--- src/shared/ufic_consts.svh ---
// register addresses, field positions, reset values and timing counts of the serial channel
// assumes an 8-bit host bus with a 3-bit register address
`ifndef UFIC_CONSTS_SVH
`define UFIC_CONSTS_SVH
`define UFIC_ADDR_DATA 3'h0
`define UFIC_ADDR_IMASK 3'h1
`define UFIC_ADDR_FCTL 3'h2
`define UFIC_ADDR_MCTL 3'h4
`define UFIC_ADDR_LSTAT 3'h5
`define UFIC_IM_RX 0
`define UFIC_IM_TX 1
`define UFIC_IM_LS 2
`define UFIC_IM_PD 5
`define UFIC_IM_WMASK 8'h2f
`define UFIC_IM_RESET 8'h00
`define UFIC_FC_EN 0
`define UFIC_FC_RXCLR 1
`define UFIC_FC_TXCLR 2
`define UFIC_FC_MODE 3
`define UFIC_FC_TRIG_LO 6
`define UFIC_FC_TRIG_HI 7
`define UFIC_MC_PD 7
`define UFIC_MC_WMASK 8'h9f
`define UFIC_TRIG_01 5'h01
`define UFIC_TRIG_04 5'h04
`define UFIC_TRIG_08 5'h08
`define UFIC_TRIG_14 5'h0e
`define UFIC_IS_NONE 4'h1
`define UFIC_IS_LS 4'h6
`define UFIC_IS_RX 4'h4
`define UFIC_IS_TO 4'hc
`define UFIC_IS_TX 4'h2
`define UFIC_TICK_LAST 4'hf
`define UFIC_LAST_BIT 3'h7
`define UFIC_START_HALF 15
`define UFIC_TIMEOUT_TICKS 10'h280
`endif

--- src/shared/ufic_pkg.sv ---
// types shared by the serial channel design files
// assumes the constants header is included by the top design file; the fifo file does not include it
package ufic_pkg;
  typedef logic [7:0] ufic_byte_t;
  typedef logic [2:0] ufic_addr_t;
  typedef enum logic [1:0] {UFIC_RX_IDLE, UFIC_RX_START, UFIC_RX_DATA, UFIC_RX_STOP} ufic_rx_state_t;
  typedef enum logic [1:0] {UFIC_TX_IDLE, UFIC_TX_START, UFIC_TX_DATA, UFIC_TX_STOP} ufic_tx_state_t;
endpackage : ufic_pkg

--- src/hw/ufic_fifo.sv ---
// first-in first-out store with valid/ready on both sides and a run-time capacity limit
// assumes one clock; flush empties the store in one cycle
`timescale 1ns/1ps
module ufic_fifo
#(
  parameter int WIDTH = 8,
  parameter int DEPTH = 16,
  parameter int CW = $clog2(DEPTH + 1)
)
(
  input wire logic clock,
  input wire logic rst_n,
  input wire logic flush,
  input wire logic [CW-1:0] limit,
  input wire logic in_valid,
  output logic in_ready,
  input wire logic [WIDTH-1:0] in_data,
  output logic out_valid,
  input wire logic out_ready,
  output logic [WIDTH-1:0] out_data,
  output logic [CW-1:0] count
);
  localparam int PW = (DEPTH > 1) ? $clog2(DEPTH) : 1;
  logic [WIDTH-1:0] mem_ff [DEPTH];
  logic [PW-1:0] wr_ptr_ff;
  logic [PW-1:0] rd_ptr_ff;
  logic [CW-1:0] count_ff;
  logic push;
  logic pop;

  function automatic logic [PW-1:0] ptr_inc(input logic [PW-1:0] p);
    ptr_inc = (p == PW'(DEPTH - 1)) ? '0 : PW'(p + 1'b1);
  endfunction : ptr_inc

  // limit lets the holder shrink to one entry without losing structure
  assign in_ready = (count_ff < limit) && (count_ff < CW'(DEPTH));
  assign out_valid = (count_ff != '0);
  assign out_data = mem_ff[rd_ptr_ff];
  assign count = count_ff;
  assign push = in_valid && in_ready && !flush;
  assign pop = out_valid && out_ready && !flush;

  always_ff @(posedge clock)
  begin
    if (push)
    begin
      mem_ff[wr_ptr_ff] <= in_data;
    end
  end

  always_ff @(posedge clock or negedge rst_n)
  begin
    if (!rst_n)
    begin
      wr_ptr_ff <= '0;
      rd_ptr_ff <= '0;
      count_ff <= '0;
    end
    else if (flush)
    begin
      wr_ptr_ff <= '0;
      rd_ptr_ff <= '0;
      count_ff <= '0;
    end
    else
    begin
      if (push)
      begin
        wr_ptr_ff <= ptr_inc(wr_ptr_ff);
      end
      if (pop)
      begin
        rd_ptr_ff <= ptr_inc(rd_ptr_ff);
      end
      if (push && !pop)
      begin
        count_ff <= CW'(count_ff + 1'b1);
      end
      else if (pop && !push)
      begin
        count_ff <= CW'(count_ff - 1'b1);
      end
    end
  end
endmodule : ufic_fifo

--- src/hw/ufic_top.sv ---
// one asynchronous serial channel: holding registers, fifos, start check, masks and ready pins
// assumes a host bus synchronous to clock with one-cycle read and write strobes; 8N1 framing
`timescale 1ns/1ps
`include "ufic_consts.svh"
module ufic_top
#(
  parameter int FIFO_DEPTH = 16,
  parameter int BAUD_DIV = 16,
  parameter bit PD_SUPPORT = 1'b1
)
(
  input wire logic clock,
  input wire logic rstn,
  input wire logic host_cs_n,
  input wire ufic_pkg::ufic_addr_t host_addr,
  input wire logic host_wr,
  input wire logic host_rd,
  input wire ufic_pkg::ufic_byte_t host_data_in,
  output ufic_pkg::ufic_byte_t host_data_out,
  output logic host_data_oe,
  input wire logic serial_rx,
  output logic serial_tx,
  output logic interrupt_out,
  output logic transmit_ready_n,
  output logic receive_ready_n,
  output logic power_down
);
  import ufic_pkg::*;
  localparam int CW = $clog2(FIFO_DEPTH + 1);
  localparam logic [15:0] START_CLKS = 16'((`UFIC_START_HALF * BAUD_DIV) / 2);
  localparam logic [15:0] DIV_LAST = 16'(BAUD_DIV - 1);

  logic rst_sync1_ff, rst_sync_ff;
  logic [15:0] div_cnt_ff;
  logic tick;
  logic rx_meta_ff, rx_s2_ff, rx_s3_ff, rx_line_ff, rx_prev_ff;
  ufic_rx_state_t rx_state_ff;
  logic [15:0] rx_clk_cnt_ff;
  logic [3:0] rx_tick_ff;
  logic [2:0] rx_bit_ff;
  ufic_byte_t rx_shift_ff;
  logic rx_push_ff;
  logic [8:0] rx_push_data_ff;
  ufic_tx_state_t tx_state_ff;
  logic [3:0] tx_tick_ff;
  logic [2:0] tx_bit_ff;
  ufic_byte_t tx_shift_ff;
  logic serial_tx_ff;
  ufic_byte_t imask_ff, mctl_ff;
  logic fifo_en_ff, dma_mode_ff;
  logic [1:0] trig_sel_ff;
  logic overrun_ff, data_err_ff, tx_arm_ff, thre_prev_ff, rx_rdy_act_ff;
  logic [9:0] to_cnt_ff;
  ufic_byte_t host_data_out_ff;
  logic host_data_oe_ff, irq_ff, transmit_ready_n_n_ff, receive_ready_n_n_ff, pd_ff;
  logic wr, rd, wr_data, rd_data, wr_fctl, rd_lstat, rd_istat, rx_flush, tx_flush;
  logic skid_ready, skid_valid, rxf_ready, rxf_valid, txf_valid, txf_ready;
  logic [8:0] skid_data, rxf_data;
  ufic_byte_t txf_data;
  logic [CW-1:0] rx_count, tx_count, hold_limit, trig_level;
  logic thre, temt, frame_err, trig_hit, rx_timeout, mode1;
  logic [3:0] isr_code;
  ufic_byte_t lstat, istat, rd_value;

  function automatic logic [CW-1:0] trig_decode(input logic [1:0] sel);
    case (sel)
      2'h0: trig_decode = CW'(`UFIC_TRIG_01);
      2'h1: trig_decode = CW'(`UFIC_TRIG_04);
      2'h2: trig_decode = CW'(`UFIC_TRIG_08);
      default: trig_decode = CW'(`UFIC_TRIG_14);
    endcase
  endfunction : trig_decode

  always_ff @(posedge clock or negedge rstn)
  begin
    if (!rstn)
    begin
      rst_sync1_ff <= 1'b0;
      rst_sync_ff <= 1'b0;
    end
    else
    begin
      rst_sync1_ff <= 1'b1;
      rst_sync_ff <= rst_sync1_ff;
    end
  end

  // 16x tick from the system clock
  always_ff @(posedge clock or negedge rst_sync_ff)
  begin
    if (!rst_sync_ff)
    begin
      div_cnt_ff <= '0;
    end
    else
    begin
      div_cnt_ff <= tick ? '0 : 16'(div_cnt_ff + 1'b1);
    end
  end
  assign tick = (div_cnt_ff == DIV_LAST);

  assign wr = !host_cs_n && host_wr;
  assign rd = !host_cs_n && host_rd;
  assign wr_data = wr && (host_addr == `UFIC_ADDR_DATA);
  assign rd_data = rd && (host_addr == `UFIC_ADDR_DATA);
  assign wr_fctl = wr && (host_addr == `UFIC_ADDR_FCTL);
  assign rd_istat = rd && (host_addr == `UFIC_ADDR_FCTL);
  assign rd_lstat = rd && (host_addr == `UFIC_ADDR_LSTAT);
  assign rx_flush = wr_fctl && host_data_in[`UFIC_FC_EN] && host_data_in[`UFIC_FC_RXCLR];
  assign tx_flush = wr_fctl && host_data_in[`UFIC_FC_EN] && host_data_in[`UFIC_FC_TXCLR];

  // serial input: only the second stage reads the first
  always_ff @(posedge clock or negedge rst_sync_ff)
  begin
    if (!rst_sync_ff)
    begin
      rx_meta_ff <= 1'b1;
      rx_s2_ff <= 1'b1;
      rx_s3_ff <= 1'b1;
      rx_line_ff <= 1'b1;
      rx_prev_ff <= 1'b1;
    end
    else
    begin
      rx_meta_ff <= serial_rx;
      rx_s2_ff <= rx_meta_ff;
      rx_s3_ff <= rx_s2_ff;
      if (rx_s2_ff == rx_s3_ff)
      begin
        rx_line_ff <= rx_s3_ff;
      end
      rx_prev_ff <= rx_line_ff;
    end
  end

  always_ff @(posedge clock or negedge rst_sync_ff)
  begin
    if (!rst_sync_ff)
    begin
      rx_state_ff <= UFIC_RX_IDLE;
      rx_clk_cnt_ff <= '0;
      rx_tick_ff <= '0;
      rx_bit_ff <= '0;
      rx_shift_ff <= '0;
      rx_push_ff <= 1'b0;
      rx_push_data_ff <= '0;
    end
    else
    begin
      rx_push_ff <= 1'b0;
      case (rx_state_ff)
        UFIC_RX_IDLE:
        begin
          rx_clk_cnt_ff <= '0;
          if (rx_prev_ff && !rx_line_ff)
          begin
            rx_state_ff <= UFIC_RX_START;
          end
        end
        UFIC_RX_START:
        begin
          rx_clk_cnt_ff <= 16'(rx_clk_cnt_ff + 1'b1);
          if (rx_clk_cnt_ff == START_CLKS)
          begin
            rx_state_ff <= rx_line_ff ? UFIC_RX_IDLE : UFIC_RX_DATA;
            rx_tick_ff <= '0;
            rx_bit_ff <= '0;
          end
        end
        UFIC_RX_DATA:
        begin
          if (tick)
          begin
            rx_tick_ff <= 4'(rx_tick_ff + 1'b1);
            if (rx_tick_ff == `UFIC_TICK_LAST)
            begin
              rx_shift_ff <= {rx_line_ff, rx_shift_ff[7:1]};
              rx_bit_ff <= 3'(rx_bit_ff + 1'b1);
              if (rx_bit_ff == `UFIC_LAST_BIT)
              begin
                rx_state_ff <= UFIC_RX_STOP;
              end
            end
          end
        end
        default:
        begin
          if (tick)
          begin
            rx_tick_ff <= 4'(rx_tick_ff + 1'b1);
            if (rx_tick_ff == `UFIC_TICK_LAST)
            begin
              rx_push_ff <= 1'b1;
              rx_push_data_ff <= {!rx_line_ff, rx_shift_ff};
              rx_state_ff <= UFIC_RX_IDLE;
            end
          end
        end
      endcase
    end
  end

  // two-entry buffer absorbs a host stall on the receive store
  ufic_fifo #(.WIDTH(9), .DEPTH(2)) u_skid (
    .clock(clock), .rst_n(rst_sync_ff), .flush(1'b0), .limit(2'h2),
    .in_valid(rx_push_ff), .in_ready(skid_ready), .in_data(rx_push_data_ff),
    .out_valid(skid_valid), .out_ready(rxf_ready), .out_data(skid_data), .count()
  );
  assign hold_limit = fifo_en_ff ? CW'(FIFO_DEPTH) : CW'(1);
  ufic_fifo #(.WIDTH(9), .DEPTH(FIFO_DEPTH)) u_rx_fifo (
    .clock(clock), .rst_n(rst_sync_ff), .flush(rx_flush), .limit(hold_limit),
    .in_valid(skid_valid), .in_ready(rxf_ready), .in_data(skid_data),
    .out_valid(rxf_valid), .out_ready(rd_data), .out_data(rxf_data), .count(rx_count)
  );
  ufic_fifo #(.WIDTH(8), .DEPTH(FIFO_DEPTH)) u_tx_fifo (
    .clock(clock), .rst_n(rst_sync_ff), .flush(tx_flush), .limit(hold_limit),
    .in_valid(wr_data), .in_ready(), .in_data(host_data_in),
    .out_valid(txf_valid), .out_ready(txf_ready), .out_data(txf_data), .count(tx_count)
  );
  assign txf_ready = (tx_state_ff == UFIC_TX_IDLE);

  always_ff @(posedge clock or negedge rst_sync_ff)
  begin
    if (!rst_sync_ff)
    begin
      tx_state_ff <= UFIC_TX_IDLE;
      tx_tick_ff <= '0;
      tx_bit_ff <= '0;
      tx_shift_ff <= '0;
      serial_tx_ff <= 1'b1;
    end
    else
    begin
      if (tick && tx_state_ff != UFIC_TX_IDLE)
      begin
        tx_tick_ff <= 4'(tx_tick_ff + 1'b1);
      end
      case (tx_state_ff)
        UFIC_TX_IDLE:
        begin
          if (txf_valid)
          begin
            tx_shift_ff <= txf_data;
            serial_tx_ff <= 1'b0;
            tx_tick_ff <= '0;
            tx_state_ff <= UFIC_TX_START;
          end
        end
        UFIC_TX_START:
        begin
          if (tick && tx_tick_ff == `UFIC_TICK_LAST)
          begin
            serial_tx_ff <= tx_shift_ff[0];
            tx_bit_ff <= '0;
            tx_state_ff <= UFIC_TX_DATA;
          end
        end
        UFIC_TX_DATA:
        begin
          if (tick && tx_tick_ff == `UFIC_TICK_LAST)
          begin
            tx_bit_ff <= 3'(tx_bit_ff + 1'b1);
            tx_shift_ff <= {1'b0, tx_shift_ff[7:1]};
            serial_tx_ff <= (tx_bit_ff == `UFIC_LAST_BIT) ? 1'b1 : tx_shift_ff[1];
            if (tx_bit_ff == `UFIC_LAST_BIT)
            begin
              tx_state_ff <= UFIC_TX_STOP;
            end
          end
        end
        default:
        begin
          if (tick && tx_tick_ff == `UFIC_TICK_LAST)
          begin
            tx_state_ff <= UFIC_TX_IDLE;
          end
        end
      endcase
    end
  end

  // host-written control
  always_ff @(posedge clock or negedge rst_sync_ff)
  begin
    if (!rst_sync_ff)
    begin
      imask_ff <= `UFIC_IM_RESET;
      mctl_ff <= '0;
      fifo_en_ff <= 1'b0;
      dma_mode_ff <= 1'b0;
      trig_sel_ff <= '0;
    end
    else
    begin
      if (wr && host_addr == `UFIC_ADDR_IMASK)
      begin
        imask_ff <= host_data_in & `UFIC_IM_WMASK & ~(8'(!PD_SUPPORT) << `UFIC_IM_PD);
      end
      if (wr && host_addr == `UFIC_ADDR_MCTL)
      begin
        mctl_ff <= host_data_in & `UFIC_MC_WMASK;
      end
      if (wr_fctl)
      begin
        fifo_en_ff <= host_data_in[`UFIC_FC_EN];
        if (host_data_in[`UFIC_FC_EN])
        begin
          dma_mode_ff <= host_data_in[`UFIC_FC_MODE];
          trig_sel_ff <= host_data_in[`UFIC_FC_TRIG_HI:`UFIC_FC_TRIG_LO];
        end
      end
    end
  end

  assign mode1 = fifo_en_ff && dma_mode_ff;
  assign trig_level = trig_decode(trig_sel_ff);
  assign trig_hit = fifo_en_ff ? (rx_count >= trig_level) : (rx_count != '0);
  assign rx_timeout = fifo_en_ff && (rx_count != '0) && (to_cnt_ff == `UFIC_TIMEOUT_TICKS);
  assign thre = (tx_count == '0);
  assign temt = thre && (tx_state_ff == UFIC_TX_IDLE);
  assign frame_err = rxf_valid && rxf_data[8];
  // line status layout; parity and break unused with fixed framing
  assign lstat = {fifo_en_ff && data_err_ff, temt, thre, 1'b0, frame_err, 1'b0, overrun_ff, rx_count != '0};

  // status flags: a set in the clearing cycle wins
  always_ff @(posedge clock or negedge rst_sync_ff)
  begin
    if (!rst_sync_ff)
    begin
      overrun_ff <= 1'b0;
      data_err_ff <= 1'b0;
      tx_arm_ff <= 1'b0;
      thre_prev_ff <= 1'b0;
      to_cnt_ff <= '0;
      rx_rdy_act_ff <= 1'b0;
    end
    else
    begin
      overrun_ff <= (rx_push_ff && !skid_ready) || (overrun_ff && !rd_lstat);
      data_err_ff <= (skid_valid && rxf_ready && skid_data[8]) || (data_err_ff && !rd_lstat);
      thre_prev_ff <= thre;
      tx_arm_ff <= (thre && !thre_prev_ff) || (tx_arm_ff && !wr_data && !(rd_istat && isr_code == `UFIC_IS_TX));
      if ((skid_valid && rxf_ready) || rd_data || rx_count == '0)
      begin
        to_cnt_ff <= '0;
      end
      else if (tick && to_cnt_ff != `UFIC_TIMEOUT_TICKS)
      begin
        to_cnt_ff <= 10'(to_cnt_ff + 1'b1);
      end
      rx_rdy_act_ff <= trig_hit || rx_timeout || (rx_rdy_act_ff && rx_count != '0);
    end
  end

  // receive interrupt follows trigger; gated by mask bit 0; line status by bit 2
  always_comb
  begin
    if (imask_ff[`UFIC_IM_LS] && (overrun_ff || frame_err))
    begin
      isr_code = `UFIC_IS_LS;
    end
    else if (imask_ff[`UFIC_IM_RX] && trig_hit)
    begin
      isr_code = `UFIC_IS_RX;
    end
    else if (imask_ff[`UFIC_IM_RX] && rx_timeout)
    begin
      isr_code = `UFIC_IS_TO;
    end
    else if (imask_ff[`UFIC_IM_TX] && tx_arm_ff)
    begin
      isr_code = `UFIC_IS_TX;
    end
    else
    begin
      isr_code = `UFIC_IS_NONE;
    end
  end
  assign istat = {fifo_en_ff, fifo_en_ff, 2'h0, isr_code};

  always_comb
  begin
    if (host_addr == `UFIC_ADDR_DATA)
    begin
      rd_value = rxf_data[7:0];
    end
    else if (host_addr == `UFIC_ADDR_IMASK)
    begin
      rd_value = imask_ff;
    end
    else if (host_addr == `UFIC_ADDR_FCTL)
    begin
      rd_value = istat;
    end
    else if (host_addr == `UFIC_ADDR_MCTL)
    begin
      rd_value = mctl_ff;
    end
    else if (host_addr == `UFIC_ADDR_LSTAT)
    begin
      rd_value = lstat;
    end
    else
    begin
      rd_value = '0;
    end
  end

  always_ff @(posedge clock or negedge rst_sync_ff)
  begin
    if (!rst_sync_ff)
    begin
      host_data_out_ff <= '0;
      host_data_oe_ff <= 1'b0;
      irq_ff <= 1'b0;
      transmit_ready_n_n_ff <= 1'b0;
      receive_ready_n_n_ff <= 1'b1;
      pd_ff <= 1'b0;
    end
    else
    begin
      if (rd)
      begin
        host_data_out_ff <= rd_value;
      end
      host_data_oe_ff <= rd;
      irq_ff <= (isr_code != `UFIC_IS_NONE);
      transmit_ready_n_n_ff <= mode1 ? (tx_count == CW'(FIFO_DEPTH)) : (tx_count != '0);
      receive_ready_n_n_ff <= mode1 ? !rx_rdy_act_ff : (rx_count == '0);
      pd_ff <= PD_SUPPORT && imask_ff[`UFIC_IM_PD] && mctl_ff[`UFIC_MC_PD];
    end
  end

  assign host_data_out = host_data_out_ff;
  assign host_data_oe = host_data_oe_ff;
  assign serial_tx = serial_tx_ff;
  assign interrupt_out = irq_ff;
  assign transmit_ready_n = transmit_ready_n_n_ff;
  assign receive_ready_n = receive_ready_n_n_ff;
  assign power_down = pd_ff;
endmodule : ufic_top

--- config.mk ---
export PLATFORM = sky130hd
export DESIGN_NAME = ufic_top
export DESIGN_NICKNAME = d
export VERILOG_FILES = /design/src/shared/ufic_pkg.sv /design/src/hw/ufic_fifo.sv /design/src/hw/ufic_top.sv
export VERILOG_INCLUDE_DIRS = /design/src /design/src/shared
export SDC_FILE = /design/constraint.sdc
export NUM_CORES = 1
export LEC_CHECK = 0
export ABC_AREA = 1
export ABC_CLOCK_PERIOD_IN_PS = 5000
export BUFFER_PORTS_ARGS = -buffer_cell sky130_fd_sc_hd__buf_4
export CORE_MARGIN = 3
export CORE_UTILIZATION = 40
export CTS_BUF_LIST = sky130_fd_sc_hd__clkbuf_16
export DETAILED_ROUTE_END_ITERATION = 12
export PLACE_DENSITY_LB_ADDON = 0.12
export SLEW_MARGIN = 10
export SYNTH_ARGS = -nofsm -noshare
export SYNTH_HDL_FRONTEND = slang
export SYNTH_SLANG_ARGS = --single-unit
--- constraint.sdc ---
create_clock -name clock -period 5 [get_ports clock]
set_input_delay 0.5 -clock clock [delete_from_list [all_inputs] [get_ports clock]]
set_output_delay 0.5 -clock clock [all_outputs]
set_load 0.05 [all_outputs]
==> results.json, run 1 <==
{
  "final-hold-violation-count": 0,
  "syn_nets": 1863,
  "core_um2": 47100,
  "wirelength_um": 46100,
  "netlist_area_um2": 19300,
  "total_power_w": 0.0109,
  "finalNonFillerCells": 2487,
  "drt-pass1-iter-count": 5,
  "required_ps": 5190,
  "async_flop_share_pct": 35.1,
  "dieHeight_um": 226,
  "skew_ps": 15.3,
  "cp-start-kind": "flop",
  "ys_types": 54,
  "arrival_ps": 3200,
  "p_leak_nw": 8.61,
  "multi_input_area_um2": 5790,
  "fill_cells": 4356,
  "ctsResizeCount": 0,
  "tns_ps": 0,
  "htreeDepth": 2,
  "ioPinCount": 31,
  "final_area_um2": 21700,
  "rsz0062_at_grt": "no",
  "yosysSeqAreaShare_pct": 65.5,
  "synth-edff-count": 290,
  "grt_max_degree": 156,
  "drive_above_1_share_pct": 8.57,
  "crit_path_end_kind": "flop",
  "hp-class": "in -> reg",
  "syn2layout_area_growth_pct": 12.4,
  "ys_seq_elements": 447,
  "track_usage_pct": 18.5,
  "fp.dieW_um": 226,
  "root_buffer": "clkbuf_16",
  "synth.yosys.warnings": 0,
  "num_rows": 79,
  "slew_headroom_pct": 21.7,
  "period_minus_slack_ps": 3010,
  "slowest_delay_ps": 800,
  "layout_common_cells": "nand2_1, edfxtp_1, o21ai_0",
  "ir_drop_uv": 301,
  "cts_tree": "built",
  "crit_family": "simple AND/OR/NAND/NOR gates",
  "worst_pin_slew_ps": 1170,
  "num-nets-final": 1896,
  "mostFrequentLayoutCell": "nand2_1",
  "io_buffers": 30,
  "numCtsBuffers": 49,
  "grt_pass1_wl_um": 73200,
  "maxCapViolCount": 0,
  "holdWs_ps": 40.6,
  "drc": 0,
  "syn-instance-count": 1806,
  "crit_buf_inv": 1,
  "powerDensity_nw_per_um2": 504,
  "initialDrtViolationCount": 1068,
  "clkLatencyLatePin_ps": 580,
  "antenna_left": 0,
  "place_congestion": 0.822,
  "cpMaxStageDelayCell": "nor2_1",
  "hpwl_um": 30000,
  "fin_crit_sh_pct": 60.1,
  "post_cts_buffers": 0,
  "dp_cells": 2394,
  "seq_area_um2": 12700,
  "crit_top_cell": "nand2_1",
  "wl_per_cell_um": 18.5,
  "place_area_um2": 20100,
  "worstPathMaxFanout": 9,
  "post_synth.cell_area_avg_um2": 10.7,
  "dieArea_um2": 50900,
  "antenna_found_initial": 1,
  "setup_viol": 0,
  "crit_chain": "inv_1 -> ha_1 -> a211oi_1 -> nand2_1 -> nor2_4 -> nand2_1 -> nor2_1",
  "crit_type": "reg -> reg",
  "start_util_pct": 41.0,
  "status": "completed",
  "drv_slew": 0,
  "max_freq_ghz": 0.333,
  "num_vias": 13000,
  "synth_ff_type": "edfxtp_1",
  "cts_buffer_depth": 3,
  "grt_pass1_vias": 12800,
  "overflow": 0,
  "numClockSinks": 447,
  "viasPerCell": 5.25,
  "clkTransAtPathRegs_ps": 60
}
[worst paths after layout]
path                              start                endpoint  slack, ps  cells after the start
setup / recovery             fifo_en_ff  u_rx_fifo.mem_ff[4][3]       1990                      7
hold / removal                serial_rx              rx_meta_ff         40                      1
setup reg to reg             fifo_en_ff  u_rx_fifo.mem_ff[4][3]       1990                      7
hold reg to reg            rst_sync1_ff             rst_sync_ff        350                      0
max in group asynchronous   rst_sync_ff  u_rx_fifo.rd_ptr_ff[0]       3850                      1
min in group asynchronous          rstn             rst_sync_ff        240                      2
[synth_stat cells, drive strengths merged (27+ instances only)]
cell type  number  share of area, %
nand2         356               7.2
edfxtp        290                45
o21ai         224               5.8
nor2          212               4.4
inv           164               3.2
dfrtp         150                19
nand3          78               2.0
o22ai          48               1.6
a21oi          47               1.2
clkbuf         39              0.76
ha             38               2.5
nand4          27              0.91
[worst register-to-register path: stages, from the launching register on]
cell and delay, ps:
dfrtp_1 450, inv_1 160, ha_1 230, a211oi_1 200, nand2_1 270, nor2_4 300
nand2_1 200, nor2_1 800
[cell type report]
type,instances,area share (%)
multi-input cells,1133,26.7
diodes,1,0.0115
inverters,169,2.93
clock buffers,51,5.88
repair buffers,39,1.42
flip-flops and latches,447,58.3
clock inverters,40,1.30
well taps,607,3.50
[metrics by stage]
stage / setup slack (ps) / util (%)
global route: 1810 / 46.0
detailed placement: 1980 / 42.7
finish: 1990 / 46.0
global placement: 1930 / 42.7
CTS: 1940 / 46.0
floorplan: 314 / -
[metal layers]
layer	track usage, %	share of wire (%)
met5	0	0
met4	5.04	2.1
met3	3.89	5.7
met2	27.7	43
met1	27.4	49
[state kept, by name (all words and copies together) (netlist names), 5 cells and up]
name / flops
rx_shift_ff: 8
u_skid.mem_ff: 18
u_tx_fifo.count: 5
to_cnt_ff: 10
mctl_ff: 6
imask_ff: 5
u_rx_fifo.count: 5
rx_clk_cnt_ff: 16
rx_push_data_ff: 9
host_data_out: 8
u_tx_fifo.mem_ff: 128
u_rx_fifo.mem_ff: 144
tx_shift_ff: 8
div_cnt_ff: 16
[kinds of logic (layout without fill, tap and decap cells)]
kind of cell	Yosys count	count (layout)	synth area share, %
fa+ha+maj	41	41	2.72
buf+inv	226	299	4.57
xor+xnor	23	23	1.04
other cells	1	2	0.0194
flops	447	447	65.5
simple gates	700	700	15.5
compound gates	365	365	10.4
mux	3	3	0.175
[power breakdown]
part | switching, W | internal [W] | leakage, nW | total, W
logic | 0.00197 | 0.000756 | 3.23 | 0.00273
registers | 0.000264 | 0.00444 | 4.56 | 0.00471
clock network | 0.00146 | 0.00204 | 0.814 | 0.00350
[what timing repair did]
action / in CTS / in global routing
setup endpoints to repair: 0 / 0
hold buffers: 1 / 0
hold endpoints to repair: 2 / 0
Power figures use the tool's default switching activity.
==> run 2: changes to the inputs <==
--- a/config.mk
+++ b/config.mk
@@ -6,8 +6,8 @@
 export SDC_FILE = /design/constraint.sdc
 export NUM_CORES = 1
 export LEC_CHECK = 0
-export ABC_AREA = 1
-export ABC_CLOCK_PERIOD_IN_PS = 5000
+export ABC_AREA = 0
+export ABC_CLOCK_PERIOD_IN_PS = 3100
 export BUFFER_PORTS_ARGS = -buffer_cell sky130_fd_sc_hd__buf_4
 export CORE_MARGIN = 3
 export CORE_UTILIZATION = 40
==> constraint.sdc (replaced) <==
create_clock -name clock -period 3.1 [get_ports clock]
set_input_delay 0.31 -clock clock [delete_from_list [all_inputs] [get_ports clock]]
set_output_delay 0.31 -clock clock [all_outputs]
set_load 0.05 [all_outputs]
==> run 2 against run 1 <==
  * Cell count down 18%
  * Sequential cell count unchanged
  * Sequential power is 50% higher
  * Highest routed layer unchanged
==> results.json, run 2 <==
{
  "num_rows": 79,
  "fill_cells": 4137,
  "period_minus_slack_ps": 2950,
  "r2r-end": "u_rx_fifo.count[4]",
  "fp.dieW_um": 225,
  "grt_max_degree": 68,
  "netlist_area_um2": 19200,
  "layout_common_cells": "edfxtp_1, dfrtp_1, nand2_1",
  "antenna_left": 0,
  "grt_pass1_wl_um": 66200,
  "hp-class": "in -> async",
  "crit_chain": "or4_4 -> o21ai_4 -> nand2_2 -> or3_4 -> fa_2 -> a21o_1 -> a21oi_1 -> nor2_1 -> a32oi_1 -> xnor2_1 -> nor2_1",
  "drt-pass1-iter-count": 5,
  "drv_slew": 0,
  "cpMaxStageDelayCell": "or4_4",
  "clkLatencyLatePin_ps": 580,
  "num_vias": 11000,
  "start_util_pct": 40.9,
  "overflow": 0,
  "hpwl_um": 28000,
  "dp_slack_ps": 106,
  "fin_crit_sh_pct": 95.2,
  "synth_ff_type": "edfxtp_1",
  "crit_top_cell": "nor2_1",
  "htreeDepth": 2,
  "wl_per_cell_um": 20.8,
  "place_congestion": 0.789,
  "synth.yosys.warnings": 0,
  "worstPathMaxFanout": 4,
  "wirelength_um": 42600,
  "initialDrtViolationCount": 829,
  "arrival_ps": 3410,
  "yosys.area_share.xor_xnor_pct": 2.59,
  "ioPinCount": 31,
  "reg2reg_depth": 11,
  "synth_top_family_by_area": "multiplexers",
  "root_buffer": "clkbuf_16",
  "ys_seq_elements": 447,
  "status": "completed",
  "core_um2": 47100,
  "r2r-start": "u_rx_fifo.count[3]",
  "clkTransAtPathRegs_ps": 60,
  "num-nets-final": 1460,
  "syn2layout_area_growth_pct": 14.7,
  "slew_headroom_pct": 19.5,
  "r2r_slack_ps": 150,
  "top_register": "u_rx_fifo.mem_ff",
  "drive_above_1_share_pct": 19.5,
  "numCtsBuffers": 48,
  "mostFrequentLayoutCell": "edfxtp_1",
  "largest_register_ffs": 144,
  "synth-simple-area-share_pct": 9.46,
  "skew_ps": 22.8,
  "worst_pin_slew_ps": 1200,
  "required_ps": 3560,
  "grt_pass1_vias": 11000,
  "synth.area.mux_share_pct": 10.8,
  "netlist_top_cells_count": "edfxtp_1, dfrtp_1, nand2_1",
  "synth_top_cell_by_area": "edfxtp_1",
  "tns_ps": 0,
  "cts_buffer_depth": 3,
  "syn-instance-count": 1313,
  "crit_path_end_kind": "flop",
  "track_usage_pct": 17.0,
  "post_synth.cell_area_avg_um2": 14.7,
  "async_flop_share_pct": 35.1,
  "maxCapViolCount": 0,
  "syn_nets": 1370,
  "final-hold-violation-count": 0,
  "p_leak_nw": 7.87,
  "dieHeight_um": 225,
  "setup_viol": 0,
  "layout_setup_ws_ps": 147,
  "slowest_delay_ps": 570,
  "synthTopCellsByArea": "edfxtp_1, dfrtp_1, mux4_2, ha_1, mux2_2",
  "reg.largest.list": "u_rx_fifo.mem_ff x144, u_tx_fifo.mem_ff x128, u_skid.mem_ff x18",
  "antenna_found_initial": 0,
  "synth-compound-area-share_pct": 6.45,
  "cp-start-kind": "flop",
  "viasPerCell": 5.34,
  "crit_type": "reg -> reg",
  "dieArea_um2": 50800,
  "io_buffers": 30,
  "post_cts_buffers": 0,
  "total_power_w": 0.0154,
  "synth_most_common_cell": "edfxtp_1",
  "yosysSeqAreaShare_pct": 65.7,
  "synth-edff-count": 290,
  "max_freq_ghz": 0.339,
  "powerDensity_nw_per_um2": 695,
  "ir_drop_uv": 417,
  "synth_top_area_share_pct": 45.3,
  "rsz0062_at_grt": "no",
  "cts_tree": "built",
  "numClockSinks": 447,
  "synthAdderAreaFrac_pct": 2.73,
  "ys_types": 80,
  "drc": 0
}
==> run 2: metrics by stage <==
stage	hold slack (ps)	instance area, um2	std cells	utilization (%)
final	60.8	22100	2051	46.9
after CTS	11.4	22100	2050	46.9
after floorplan	14.4	19300	1313	-
after detailed placement	94.0	20500	1958	43.7
after global routing	26.0	22100	2050	46.9
after global placement	92.7	20500	1958	43.7
==> run 2: where the power goes <==
group          switching, W  internal, W
combinational       0.00161      0.00126
sequential         0.000408      0.00664
clock               0.00227      0.00315
==> run 2: critical path, delay by kind of cell (launching register included) <==
kind,cells,cell delay [ps]
and+or+nand+nor,5,1190
xor gates and xnor gates,1,150
AOI/OAI and AO/OA,4,760
DFF,1,380
adders and majority gates,1,360
==> run 2: repair_timing <==
action	CTS	global route
hold buffers	2	0
hold endpoints to repair	3	0
resized for setup	0	2
setup endpoints to repair	0	1
==> run 2: how the worst max path moves through the flow <==
stage	startpoint	to	slack, ps	depth (start not counted)
2_1_floorplan	u_rx_fifo.count[3]	u_rx_fifo.count[4]	3	12
3_3_place_gp	u_tx_fifo.count[3]	u_tx_fifo.count[4]	160	10
3_5_place_dp	u_tx_fifo.count[3]	u_tx_fifo.count[4]	110	10
4_1_cts	u_tx_fifo.count[3]	u_tx_fifo.count[4]	70	10
5_1_grt	u_tx_fifo.count[3]	u_tx_fifo.count[4]	5	10
6_report	u_rx_fifo.count[3]	u_rx_fifo.count[4]	150	11
==> run 2: routing by layer <==
| metal | vias to the layer above | track usage [%] | share of wire, % |
|---|---|---|---|
| li1 | 5149 | - | - |
| met1 | 5537 | 27.2 | 51 |
| met2 | 215 | 23.6 | 41 |
| met3 | 59 | 3.28 | 5.2 |
| met4 | 0 | 4.35 | 2.0 |
| met5 | - | 0 | 0 |
==> run 2: logic make-up (layout without fill, tap and decap cells) <==
group	count (synthesis)	after routing
DFF	447	447
and+or+nand+nor	357	357
AOI/OAI and AO/OA	179	179
muxes	138	138
buffers and inverters	94	224
xor gates and xnor gates	56	56
adders and majority gates	41	41
other	1	2
==> run 2: area by class of cell <==
class	instances	area (um2)	area share, %
Tap cell	607	759	3.44
Sequential cell	447	12700	57.3
Clock inverter	40	253	1.14
Multi-Input combinational cell	772	6210	28.1
Inverter	33	124	0.561
Clock buffer	50	1250	5.67
Timing Repair Buffer	101	826	3.74
Antenna cell	1	2.50	0.0113
==> run 3: changes to the inputs <==
--- a/config.mk
+++ b/config.mk
@@ -7,7 +7,7 @@
 export NUM_CORES = 1
 export LEC_CHECK = 0
 export ABC_AREA = 0
-export ABC_CLOCK_PERIOD_IN_PS = 3100
+export ABC_CLOCK_PERIOD_IN_PS = 2400
 export BUFFER_PORTS_ARGS = -buffer_cell sky130_fd_sc_hd__buf_4
 export CORE_MARGIN = 3
 export CORE_UTILIZATION = 40
@@ -18,3 +18,4 @@
 export SYNTH_ARGS = -nofsm -noshare
 export SYNTH_HDL_FRONTEND = slang
 export SYNTH_SLANG_ARGS = --single-unit
+export TNS_END_PERCENT = 5
==> constraint.sdc (replaced) <==
create_clock -name clock -period 2.4 [get_ports clock]
set_input_delay 0.24 -clock clock [delete_from_list [all_inputs] [get_ports clock]]
set_output_delay 0.24 -clock clock [all_outputs]
set_load 0.05 [all_outputs]
==> run 3 against run 2 <==
  * The flow now finishes with violations (negative setup slack)
  * Highest routed layer unchanged
  * Worst setup slack got worse by 520 ps
  * Wire length rose by 0.85%
  * Non-clock buffer count rose by 83
  * Critical endpoint unchanged
  * Clock power rose by 40%
  * Hold slack got worse by 30 ps
  * Final area rose by 4.9%
  * Register-to-register slack got worse by 520 ps
  * Largest cell class unchanged
==> results.json, run 3 (same netlist as run 2, synthesis figures left out) <==
{
  "status": "finished, violations left",
  "failed_checks": "negative setup slack",
  "drv_slew": 0,
  "dieHeight_um": 225,
  "r2r-start": "u_rx_fifo.count[0]",
  "slew_headroom_pct": 59.5,
  "track_usage_pct": 17.3,
  "start_util_pct": 40.9,
  "top_register": "u_rx_fifo.mem_ff",
  "fp.dieW_um": 225,
  "crit_family": "simple AND/OR/NAND/NOR gates",
  "clkLatencyLatePin_ps": 570,
  "grt_pass1_wl_um": 67800,
  "worstPathMaxFanout": 4,
  "place_area_um2": 21200,
  "drt-pass1-iter-count": 5,
  "p_leak_nw": 8.39,
  "wl_per_cell_um": 20.2,
  "ir_drop_uv": 438,
  "wirelength_um": 43000,
  "cpMaxStageDelayCell": "or4_4",
  "final_area_um2": 23200,
  "slowest_delay_ps": 570,
  "hpwl_um": 29400,
  "io_buffers": 30,
  "crit_chain": "or4_4 -> o21ai_4 -> nand2_2 -> or3_4 -> fa_2 -> a21o_1 -> a21oi_2 -> nor2_1 -> a32oi_1 -> xnor2_1 -> nor2_1",
  "cts_buffer_depth": 3,
  "dp_cells": 2031,
  "min_from": "host_data_in[4]",
  "crit_top_cell": "nor2_1",
  "num-nets-final": 1543,
  "arrival_ps": 3220,
  "grt_pass1_vias": 11400,
  "layout_common_cells": "edfxtp_1, buf_4, dfrtp_1",
  "holdWs_ps": 31.0,
  "maxCapViolCount": 0,
  "overflow": 0,
  "powerDensity_nw_per_um2": 912,
  "max_freq_ghz": 0.361,
  "tns_ps": -3280,
  "drive_above_1_share_pct": 25.8,
  "ioPinCount": 31,
  "core_um2": 47100,
  "fin_crit_sh_pct": 115,
  "skew_ps": 11.3,
  "layout_setup_ws_ps": -371,
  "root_buffer": "clkbuf_16",
  "numCtsBuffers": 48,
  "crit_type": "reg -> reg",
  "required_ps": 2850,
  "dp_slack_ps": -449,
  "reg.largest.list": "u_rx_fifo.mem_ff x144, u_tx_fifo.mem_ff x128, u_skid.mem_ff x18",
  "critical_path.startpoint": "u_rx_fifo.count[0]",
  "clkTransAtPathRegs_ps": 60,
  "num_vias": 11200,
  "largest_register_ffs": 144,
  "cts_tree": "built",
  "drc": 0,
  "antenna_left": 0,
  "htreeDepth": 2,
  "place_congestion": 0.797,
  "period_minus_slack_ps": 2770,
  "fill_cells": 4040,
  "diodes": 0,
  "hp-class": "in -> reg",
  "grt_max_degree": 66,
  "viasPerCell": 5.27,
  "num_rows": 79,
  "mostFrequentLayoutCell": "edfxtp_1",
  "crit_buf_inv": 0,
  "syn2layout_area_growth_pct": 20.3,
  "finalNonFillerCells": 2132,
  "initialDrtViolationCount": 840,
  "worst_pin_slew_ps": 608,
  "numClockSinks": 447,
  "dieArea_um2": 50800,
  "rsz0062_at_grt": "yes",
  "antenna_found_initial": 0,
  "cp-start-kind": "flop",
  "crit_path_end_kind": "flop",
  "final-hold-violation-count": 0,
  "setup_viol": 61
}
run 3: cell type report:
class | instances | area (um2) | share of cell area (%)
Multi-Input combinational cell | 772 | 6330 | 27.3
Tap cell | 607 | 759 | 3.28
Clock inverter | 40 | 408 | 1.76
Sequential cell | 447 | 12700 | 54.6
Timing Repair Buffer | 184 | 1660 | 7.15
Inverter | 33 | 124 | 0.535
Clock buffer | 49 | 1230 | 5.30
run 3: metrics by stage:
step | total power (W) | util [%]
2_1_floorplan | 0.0118 | -
3_3_place_gp | 0.0133 | 45.2
3_5_place_dp | 0.0134 | 45.2
4_1_cts | 0.0212 | 48.9
5_1_grt | 0.0221 | 49.2
6_report | 0.0211 | 49.2
run 3: worst reg2reg max path: stages (launching register included):
cell     delay (ps)
dfrtp_1         370
or4_4           570
o21ai_4         150
nand2_2          70
or3_4           370
fa_2            360
a21o_1          180
a21oi_2         150
nor2_1           50
a32oi_1         200
xnor2_1         140
nor2_1           50
run 3: worst paths after layout:
path	to	cells after the start	slack (ps)
setup reg to reg	u_rx_fifo.count[4]	11	-370
hold reg to reg	rx_clk_cnt_ff[4]	0	240
setup / recovery	u_rx_fifo.count[4]	11	-370
min in group asynchronous	rx_clk_cnt_ff[4]	0	240
max in group asynchronous	receive_ready_n	1	1460
hold / removal	u_tx_fifo.mem_ff[15][4]	1	30
run 3: repair_timing:
item,4_1_cts,5_1_grt
endpoints found under the setup margin,90,291
setup buffers,4,5
gates resized for setup,13,29
hold endpoints to repair,21,0
pin swaps,18,11
hold buffers,5,0
run 3: report_power, final:
group	internal, W	switching, W
Clock	0.00458	0.00301
Combinational	0.00213	0.00235
Sequential	0.00858	0.000468
run 3: routing by layer:
metal  track usage, %  routed length, um  share of wire (%)
met5                0                  0                  0
met4             3.59                603                1.4
met3             3.58               2230                5.2
met2             24.7              18400                 43
met1             27.3              21800                 51
